==> src/psrf_regs.vh <==
`ifndef PSRF_REGS_VH
`define PSRF_REGS_VH

// Register addresses
`define PSRF_AREA_ADDR      20'h0FFCD
`define PSRF_MODE_ADDR      20'h0FFCC

// Reset values
`define PSRF_MODE_RST       8'h00
`define PSRF_AREA_RST       8'h00

// Mode register fields
`define PSRF_INT_LO         0
`define PSRF_INT_HI         1
`define PSRF_EN_BIT         4
`define PSRF_LV_BIT         7
`define PSRF_MODE_WMASK     8'h93

// Interval select codes and terminal counts (interval length in clocks minus one)
`define PSRF_SEL_32         2'b00
`define PSRF_SEL_64         2'b01
`define PSRF_SEL_128        2'b10
`define PSRF_CNT_32         8'h1F
`define PSRF_CNT_64         8'h3F
`define PSRF_CNT_128        8'h7F

// Refresh bus cycle length in clocks
`define PSRF_CYC_LEN        2'h2

// Area block boundaries (upper address bits 15..10)
`define PSRF_BLK1           6'h01
`define PSRF_BLK2           6'h02
`define PSRF_BLK3           6'h03
`define PSRF_BLK4           6'h04
`define PSRF_BLK5           6'h08
`define PSRF_BLK6           6'h10
`define PSRF_BLK7           6'h20

`endif

==> src/psrf_interval.v <==
`timescale 1ns/1ps
`include "psrf_regs.vh"
`default_nettype none

// Free-running refresh interval counter with selectable period
module psrf_interval
(
	// Clock and reset
	input  wire       mclk,
	input  wire       rst,
	// Control
	input  wire       enable,
	input  wire       restart,
	input  wire [1:0] sel,
	// Status
	output reg        expired_ff
);

	reg  [7:0] cnt_ff;
	reg  [7:0] limit;
	wire [7:0] nxt_cnt;

	// Period from interval select
	always @*
	begin
		case (sel)
			`PSRF_SEL_128: limit = `PSRF_CNT_128;
			`PSRF_SEL_64:  limit = `PSRF_CNT_64;
			default:       limit = `PSRF_CNT_32;
		endcase
	end

	assign nxt_cnt = (!enable || restart || cnt_ff >= limit) ?
		8'h00 : cnt_ff + 8'h01;

	// Counter and one-cycle expiry pulse
	always @(posedge mclk or posedge rst)
	begin
		if (rst)
		begin
			cnt_ff     <= 8'h00;
			expired_ff <= 1'b0;
		end
		else
		begin
			cnt_ff     <= nxt_cnt;
			expired_ff <= enable && !restart && (cnt_ff >= limit);
		end
	end

endmodule

`default_nettype wire

==> src/psrf_refresh.v <==
`timescale 1ns/1ps
`include "psrf_regs.vh"
`default_nettype none

// Functional notes
// Refresh pulses come out at an interval set in the mode register.
// Reset clears the mode register; the pin returns to port use.
// Mode register is eight bits, byte and bit writable and readable.
// Software keeps refresh off whenever bus hold is used.
// Area register is eight bits at 0FFCDH, reset to zero.
// Each area bit covers one address block from 00000 to 08000.
// Pulse refresh pulses are synchronised to bus cycles.
// Software picks clock and interval for 512 pulses per 8 ms.
// Interval codes give 128, 64 or 32 clocks.
// Refresh cycles and external accesses never overlap; each waits.
// Non-colliding refresh cycles do not stall the processor.
// Refresh cycles continue while only internal memory is used.
// Access to a clear-bit area pulses refresh with the strobe.
// After a pulse, a refresh cycle is inserted when the interval elapses.
// Enable one with level zero drives the pin low for self-refresh.
// Leaving self-refresh raises the pin aligned to the interval counter.
// Level bit reads one once the pin has actually risen.
// Refresh disabled means no cycles, no pulses, pin under port control; a cycle in progress still runs to its end with the pin in refresh mode.
module psrf_refresh
(
	// Clock and reset
	input  wire        mclk,
	input  wire        rst,
	// Register access
	input  wire [19:0] reg_addr,
	input  wire        reg_wr,
	input  wire        reg_bit_wr,
	input  wire [2:0]  reg_bit_sel,
	input  wire        reg_bit_val,
	input  wire [7:0]  reg_wdata,
	output reg  [7:0]  reg_rdata_ff,
	// External bus access
	input  wire        ext_req,
	input  wire [19:0] ext_addr,
	input  wire        ext_strobe,
	output reg         ext_grant_ff,
	// Refresh pin and shared port
	output reg         refresh_request_pin_n_ff,
	output reg         refresh_pin_mode_ff,
	output reg         refresh_busy_ff
);

	// State codes
	// Idle waits for a due refresh or a self-refresh request.
	// A refresh bus cycle holds the pin low for a fixed length.
	// Self-refresh holds the pin low until the level bit is written one or refresh is disabled.
	// Exit keeps the pin low until the interval counter expires or refresh is
	// disabled, so that the first pulse after the rise lies a whole interval away.
	// Any other code falls back to idle.
	localparam ST_IDLE = 2'h0;
	localparam ST_CYC  = 2'h1;
	localparam ST_SELF = 2'h2;
	localparam ST_EXIT = 2'h3;

	reg  [7:0] refresh_mode_control_ff;
	reg  [7:0] refresh_area_select_ff;
	reg  [7:0] nxt_mode;
	reg  [7:0] nxt_area;
	reg  [1:0] state_ff;
	reg  [1:0] nxt_state;
	reg  [1:0] cyc_cnt_ff;
	reg        pend_ff;
	reg        level_ff;
	reg  [7:0] area_hit;
	wire       refresh_on_bit;
	wire       refresh_pin_level_bit;
	wire [1:0] sel;
	wire       expired;
	wire       area_simultaneous_bit;
	wire       sim_pulse;
	wire       mode_hit;
	wire       area_hit_reg;
	wire       interval_restart;

	// Mode register fields and register address decode
	assign refresh_on_bit        = refresh_mode_control_ff[`PSRF_EN_BIT];
	assign refresh_pin_level_bit = refresh_mode_control_ff[`PSRF_LV_BIT];
	assign sel = {refresh_mode_control_ff[`PSRF_INT_HI],
		refresh_mode_control_ff[`PSRF_INT_LO]};
	assign mode_hit     = (reg_addr == `PSRF_MODE_ADDR);
	assign area_hit_reg = (reg_addr == `PSRF_AREA_ADDR);

	////////////////////////////////////////////////////////////////////////
	// Address block decode for simultaneous refresh
	// Only the first 64 Kbytes are split into area blocks; higher
	// addresses never get a refresh pulse with the strobe
	always @*
	begin
		area_hit = 8'h00;
		if (ext_addr[19:16] == 4'h0)
		begin
			if (ext_addr[15:10] >= `PSRF_BLK7)
				area_hit[7] = 1'b1;
			else if (ext_addr[15:10] >= `PSRF_BLK6)
				area_hit[6] = 1'b1;
			else if (ext_addr[15:10] >= `PSRF_BLK5)
				area_hit[5] = 1'b1;
			else if (ext_addr[15:10] >= `PSRF_BLK4)
				area_hit[4] = 1'b1;
			else if (ext_addr[15:10] >= `PSRF_BLK3)
				area_hit[3] = 1'b1;
			else if (ext_addr[15:10] >= `PSRF_BLK2)
				area_hit[2] = 1'b1;
			else if (ext_addr[15:10] >= `PSRF_BLK1)
				area_hit[1] = 1'b1;
			else
				area_hit[0] = 1'b1;
		end
	end

	// Clear bit in a decoded block allows a pulse with the strobe
	assign area_simultaneous_bit = |(area_hit & refresh_area_select_ff);
	assign sim_pulse = refresh_on_bit && refresh_pin_level_bit &&
		ext_strobe && (ext_addr[19:16] == 4'h0) &&
		!area_simultaneous_bit;

	////////////////////////////////////////////////////////////////////////
	// Only a strobe pulse restarts the count; the exit from
	// self-refresh must follow the free-running beat, not hold it back
	assign interval_restart = sim_pulse;

	// Interval counter
	psrf_interval u_interval
	(
		.mclk       (mclk),
		.rst        (rst),
		.enable     (refresh_on_bit),
		.restart    (interval_restart),
		.sel        (sel),
		.expired_ff (expired)
	);

	////////////////////////////////////////////////////////////////////////
	// Register writes, byte and single bit
	always @*
	begin
		nxt_mode = refresh_mode_control_ff;
		nxt_area = refresh_area_select_ff;
		if (reg_wr && mode_hit)
			nxt_mode = reg_wdata & `PSRF_MODE_WMASK;
		else if (reg_bit_wr && mode_hit)
		begin
			// Bit writes obey the same mask as byte writes
			nxt_mode[reg_bit_sel] = reg_bit_val;
			nxt_mode = nxt_mode & `PSRF_MODE_WMASK;
		end
		// Area register takes all eight bits
		if (reg_wr && area_hit_reg)
			nxt_area = reg_wdata;
		else if (reg_bit_wr && area_hit_reg)
			nxt_area[reg_bit_sel] = reg_bit_val;
		// Level bit reads back the real pin level
		if (!(reg_wr || reg_bit_wr) || !mode_hit)
			nxt_mode[`PSRF_LV_BIT] = refresh_mode_control_ff[`PSRF_LV_BIT];
	end

	// Register store and registered read port
	always @(posedge mclk or posedge rst)
	begin
		if (rst)
		begin
			refresh_mode_control_ff <= `PSRF_MODE_RST;
			refresh_area_select_ff  <= `PSRF_AREA_RST;
			reg_rdata_ff            <= 8'h00;
		end
		else
		begin
			refresh_mode_control_ff <= nxt_mode;
			refresh_area_select_ff  <= nxt_area;
			// Read data follows the address of the previous cycle
			if (mode_hit)
				reg_rdata_ff <= {level_ff,
					refresh_mode_control_ff[6:0]};
			else if (area_hit_reg)
				reg_rdata_ff <= refresh_area_select_ff;
			else
				reg_rdata_ff <= 8'h00;
		end
	end

	////////////////////////////////////////////////////////////////////////
	// Refresh sequencer
	always @*
	begin
		nxt_state = state_ff;
		case (state_ff)
			ST_IDLE:
			begin
				// Self-refresh request wins over a due refresh
				if (refresh_on_bit && !refresh_pin_level_bit)
					nxt_state = ST_SELF;
				else if (refresh_on_bit && (pend_ff || expired) &&
					!ext_req)
					nxt_state = ST_CYC;
			end
			ST_CYC:
			begin
				// A started cycle runs to its end for a whole pulse
				if (cyc_cnt_ff == `PSRF_CYC_LEN - 2'h1)
					nxt_state = ST_IDLE;
			end
			ST_SELF:
			begin
				// Disable leaves at once; level one starts the exit
				if (!refresh_on_bit)
					nxt_state = ST_IDLE;
				else if (refresh_pin_level_bit)
					nxt_state = ST_EXIT;
			end
			ST_EXIT:
			begin
				// Pin rises on an interval expiry, or at once when refresh is disabled
				if (!refresh_on_bit || expired)
					nxt_state = ST_IDLE;
			end
			default: nxt_state = ST_IDLE;
		endcase
	end

	// State and cycle length counter; the counter runs only in a cycle
	always @(posedge mclk or posedge rst)
	begin
		if (rst)
		begin
			state_ff   <= ST_IDLE;
			cyc_cnt_ff <= 2'h0;
		end
		else
		begin
			state_ff   <= nxt_state;
			cyc_cnt_ff <= (state_ff == ST_CYC) ?
				cyc_cnt_ff + 2'h1 : 2'h0;
		end
	end

	// Pending refresh held off by an access, cleared on service
	// A set and a clear in one clock leave the refresh pending
	always @(posedge mclk or posedge rst)
	begin
		if (rst)
			pend_ff <= 1'b0;
		else if (!refresh_on_bit)
			pend_ff <= 1'b0;
		else if (expired && ext_req)
			pend_ff <= 1'b1;
		else if (nxt_state == ST_CYC || sim_pulse)
			pend_ff <= 1'b0;
	end

	// Bus side: an access waits during a refresh cycle
	// Pin mode holds through a started cycle so the pulse ends whole
	always @(posedge mclk or posedge rst)
	begin
		if (rst)
		begin
			ext_grant_ff        <= 1'b0;
			refresh_pin_mode_ff <= 1'b0;
			refresh_busy_ff     <= 1'b0;
		end
		else
		begin
			ext_grant_ff <= ext_req && nxt_state != ST_CYC &&
				nxt_state != ST_SELF && nxt_state != ST_EXIT;
			refresh_pin_mode_ff <= refresh_on_bit || (nxt_state == ST_CYC);
			refresh_busy_ff     <= (nxt_state == ST_CYC);
		end
	end

	// Pin: low pulse in a cycle or with the strobe, low in self-refresh
	// The strobe pulse lasts as long as the strobe is sampled high
	always @(posedge mclk or posedge rst)
	begin
		if (rst)
			refresh_request_pin_n_ff <= 1'b1;
		else if (nxt_state == ST_SELF || nxt_state == ST_EXIT)
			refresh_request_pin_n_ff <= 1'b0;
		else if (nxt_state == ST_CYC)
			refresh_request_pin_n_ff <= 1'b0;
		else if (sim_pulse)
			refresh_request_pin_n_ff <= 1'b0;
		else
			refresh_request_pin_n_ff <= 1'b1;
	end

	// Level reads one only after the pin has really risen
	always @(posedge mclk or posedge rst)
	begin
		if (rst)
			level_ff <= 1'b0;
		else if (state_ff == ST_EXIT && nxt_state == ST_IDLE)
			level_ff <= 1'b1;
		else if (nxt_state == ST_SELF)
			level_ff <= 1'b0;
		else if (state_ff == ST_IDLE)
			level_ff <= refresh_pin_level_bit;
	end

endmodule

`default_nettype wire

==> config.mk <==
export PLATFORM = sky130hd
export DESIGN_NAME = psrf_refresh
export DESIGN_NICKNAME = d
export VERILOG_FILES = /design/src/psrf_interval.v /design/src/psrf_refresh.v
export VERILOG_INCLUDE_DIRS = /design/src
export SDC_FILE = /design/constraint.sdc
export NUM_CORES = 1
export LEC_CHECK = 0
export ABC_AREA = 1
export BUFFER_PORTS_ARGS = -buffer_cell sky130_fd_sc_hd__buf_2
export CORE_MARGIN = 5
export CORE_UTILIZATION = 52
export DETAILED_ROUTE_END_ITERATION = 10
export PLACE_DENSITY = 0.8
export SLEW_MARGIN = 20
export SYNTH_ARGS = -nofsm -noshare
export SYNTH_HDL_FRONTEND = slang
export SYNTH_SLANG_ARGS = --single-unit
==> constraint.sdc <==
create_clock -name mclk -period 2.35 [get_ports mclk]
set_clock_uncertainty 0.2 [all_clocks]
set_input_delay 0.47 -clock mclk [delete_from_list [all_inputs] [get_ports mclk]]
set_output_delay 0.47 -clock mclk [all_outputs]
set_load 0.02 [all_outputs]
==> impl_metrics.yaml <==
sta:
  f_max_ghz: 0.501
  finalSetupViolCount: 0
  worst_slew_margin: 0.691
  setup_total_negative_slack_ns: 0
  final.min_clock_period_ns: 2.00
  hold_viol_final: 0
  grt_setup_unrepaired: "false"
  worst_pin_slew_ns: 0.464
  min_period_over_period: 0.849
  drv_slew: 0
die:
  die-area_um2: 6220
  placeableCoreArea_um2: 4660
  die_w_um: 78.9
  top_level_port_count: 70
  starting_density: 0.529
  die_height_um: 78.9
  placementRows: 25
placed_design:
  hpwl_detailed_um: 4270
  port-buffer-count: 59
  finalWeightedCongestion: 0.813
  placed_cells: 465
setup_path:
  timing.critical_path.required_ns: 2.37
  cpMaxStageDelayCell: "dfrtp_1"
  cpPeakStageDelay_ns: 0.37
  crit_fanout: 8
  end_kind: "flip-flop"
  start_kind: "flip-flop"
  crit_type: "flip-flop to flip-flop"
  critPathArrivalTime_ns: 2.01
  worstPathCellList: "inv_1 > ha_1 > ha_1 > nand2_1 > nand2_1 > a21oi_1 > nand3_1 > nor2_1"
yosys:
  postSynthCellCount: 354
  synth.yosys.seq_area_share: 0.396
  async_flop_share: 1.00
  synth_area_per_cell_um2: 6.96
  net_count_after_synthesis: 417
  post_synth_instance_area_um2: 2460
  post_synthesis_sequential_element_count: 39
  synth.distinct_cells: 29
  edff_count_synth: 0
  dominantRegCellSynth: "dfrtp_1"
  synth.yosys.warnings: 0
power_and_ir_drop:
  total_switching_power_uw: 301
  static-leakage-power_uw: 0.00168
  internal_power_uw: 957
  power.density_nw_per_um2: 432
  maximum_vdd_ir_drop_mv: 0.191
  power.share.clock: 0.363
  switching_share: 0.239
  portion_of_total_power_attributed_to_combinational_logic: 0.102
  seqPwrFrac: 0.535
global_route:
  grt.total_usage: 0.190
  grt_antenna_before_repair: 0
  grt_start_max_net_pins: 40
  number_of_global_route_vias_before_repair: 2246
  grt_pass1_wl_um: 9580
  overflow: 0
detailed_routing:
  drt.antenna.violating_nets: 0
  drt_first_pass_iters: 4
  drt-initial-drc-count: 115
  vias_per_cell: 5.00
  wire_per_inst_um: 11.5
  totalWireLength_um: 5420
  drc_errors: 0
  num_vias: 2364
clocking:
  cts_resized: 0
  clock_tree.buffer_depth: 2
  post_cts.repair.setup_buffers: 0
  clock_tree.root_cell: "clkbuf_8"
  clk_pin_slew_worst_paths_ns: 0.07
  worst_skew_pair.late_latency_ns: 0.29
  cts.sink_count: 39
  cts_inserted_buffers: 5
  ctsHtreeMaxLevel: 2
  cts_tree: "done"
  total_of_hold_buffers_inserted_after_clock_tree_synthesis: 0
cells_and_area:
  diodes: 0
  areaGrowthSynthToFinish_pct: 18.1
  instances_no_fill: 473
  fraction_of_layout_cells_with_a_size_suffix_above_1: 0.200
  final_cell_mix: "nand2_1, buf_2, nor2_1"
  nets: 481
  layout_commonest_cell: "nand2_1"
min_path:
  hold_removal_path_class: "input pin to asynchronous set/reset pin"
outcome:
  status: "completed"
run:
  maxCapViolations: 0
[synth_stat cells, types with 2 or more instances]
cell type  number  area share
nor2_8          2       0.016
or2_2           2      0.0051
o21ai_1         3      0.0061
nor2_2          3      0.0076
nand2_1       105        0.16
inv_1          51       0.078
nand4_1        16       0.041
xor2_1          5       0.018
dfrtp_1        38        0.39
ha_1            5       0.025
and2_1          2      0.0051
nor2_1         52       0.079
buf_2           3      0.0061
a21oi_1         9       0.018
nand3_1        31       0.063
nand3_2         2      0.0081
o21ai_0        13       0.026
[routing by layer]
layer	share of wire	wire length, um	GRT usage
met1	0.45	2440	0.239
met2	0.46	2520	0.329
met3	0.068	370	0.0329
met4	0.016	88	0.0704
met5	0	0	0
[stage by stage]
stage               hold slack [ns]  total power (uW)  utilization  area (um2)  setup WS [ns]
global placement              0.219               810        0.605        2820          0.374
global route                  0.132              1320        0.625        2910          0.130
finish                       0.0807              1260        0.625        2910          0.354
CTS                          0.0906              1270        0.625        2910          0.343
floorplan                     0.208               752            -        2460          0.597
detailed placement            0.236               814        0.605        2820          0.345
[path summary, 6_finish.rpt]
path                                             from  slack, ns  depth (start not counted)                       end
min                                               rst       0.08                          3       refresh_pin_mode_ff
min reg2reg                             cyc_cnt_ff[0]       0.24                          1             cyc_cnt_ff[0]
max in group asynchronous                         rst       1.53                          3  refresh_request_pin_n_ff
min in group mclk                             ext_req       0.21                          3              ext_grant_ff
max reg2reg                refresh_mode_control_ff[0]       0.35                          8      u_interval.cnt_ff[3]
max                        refresh_mode_control_ff[0]       0.35                          8      u_interval.cnt_ff[3]
[cell type report]
type | instances | area, um2
multi-input combinational | 258 | 1260
clock inverter | 1 | 5.00
timing repair buffer | 63 | 325
fill | 423 | 1750
tap | 54 | 67.6
inverter | 51 | 191
sequential | 39 | 977
clock buffer | 7 | 86.3
[sequential cells by signal (all words and copies together), names as in the netlist]
register	flops
cyc_cnt_ff	2
ext_grant_ff	1
level_ff	1
pend_ff	1
refresh_area_select_ff	8
refresh_busy_ff	1
refresh_mode_control_ff	4
refresh_pin_mode_ff	1
refresh_request_pin_n_ff	1
reg_rdata_ff	8
state_ff	2
u_interval.cnt_ff	8
u_interval.expired_ff	1
[worst max-delay path, delay by kind of cell (launching register included)]
family | cells | cell delay (ns)
compound gates | 1 | 0.16
fa+ha+maj | 2 | 0.57
buf+inv | 1 | 0.06
flops | 1 | 0.37
simple gates | 4 | 0.55
[power by group through the flow]
stage,combinational [uW],sequential (uW),clock (uW)
6_report,128,672,457
5_1_grt,148,672,502
4_1_cts,129,672,467
3_5_place_dp,129,685,0
3_3_place_gp,126,685,0
2_1_floorplan,65.6,686,0
[cell families (layout without fill, tap and decap cells)]
family,count (synthesis),count (layout),synth area share
simple gates,220,220,0.407
buf+inv,57,122,0.0929
flops,39,39,0.396
compound gates,27,27,0.0574
xor+xnor,6,6,0.0213
fa+ha+maj,5,5,0.0254
No activity file was read; power rests on OpenSTA's default activity.
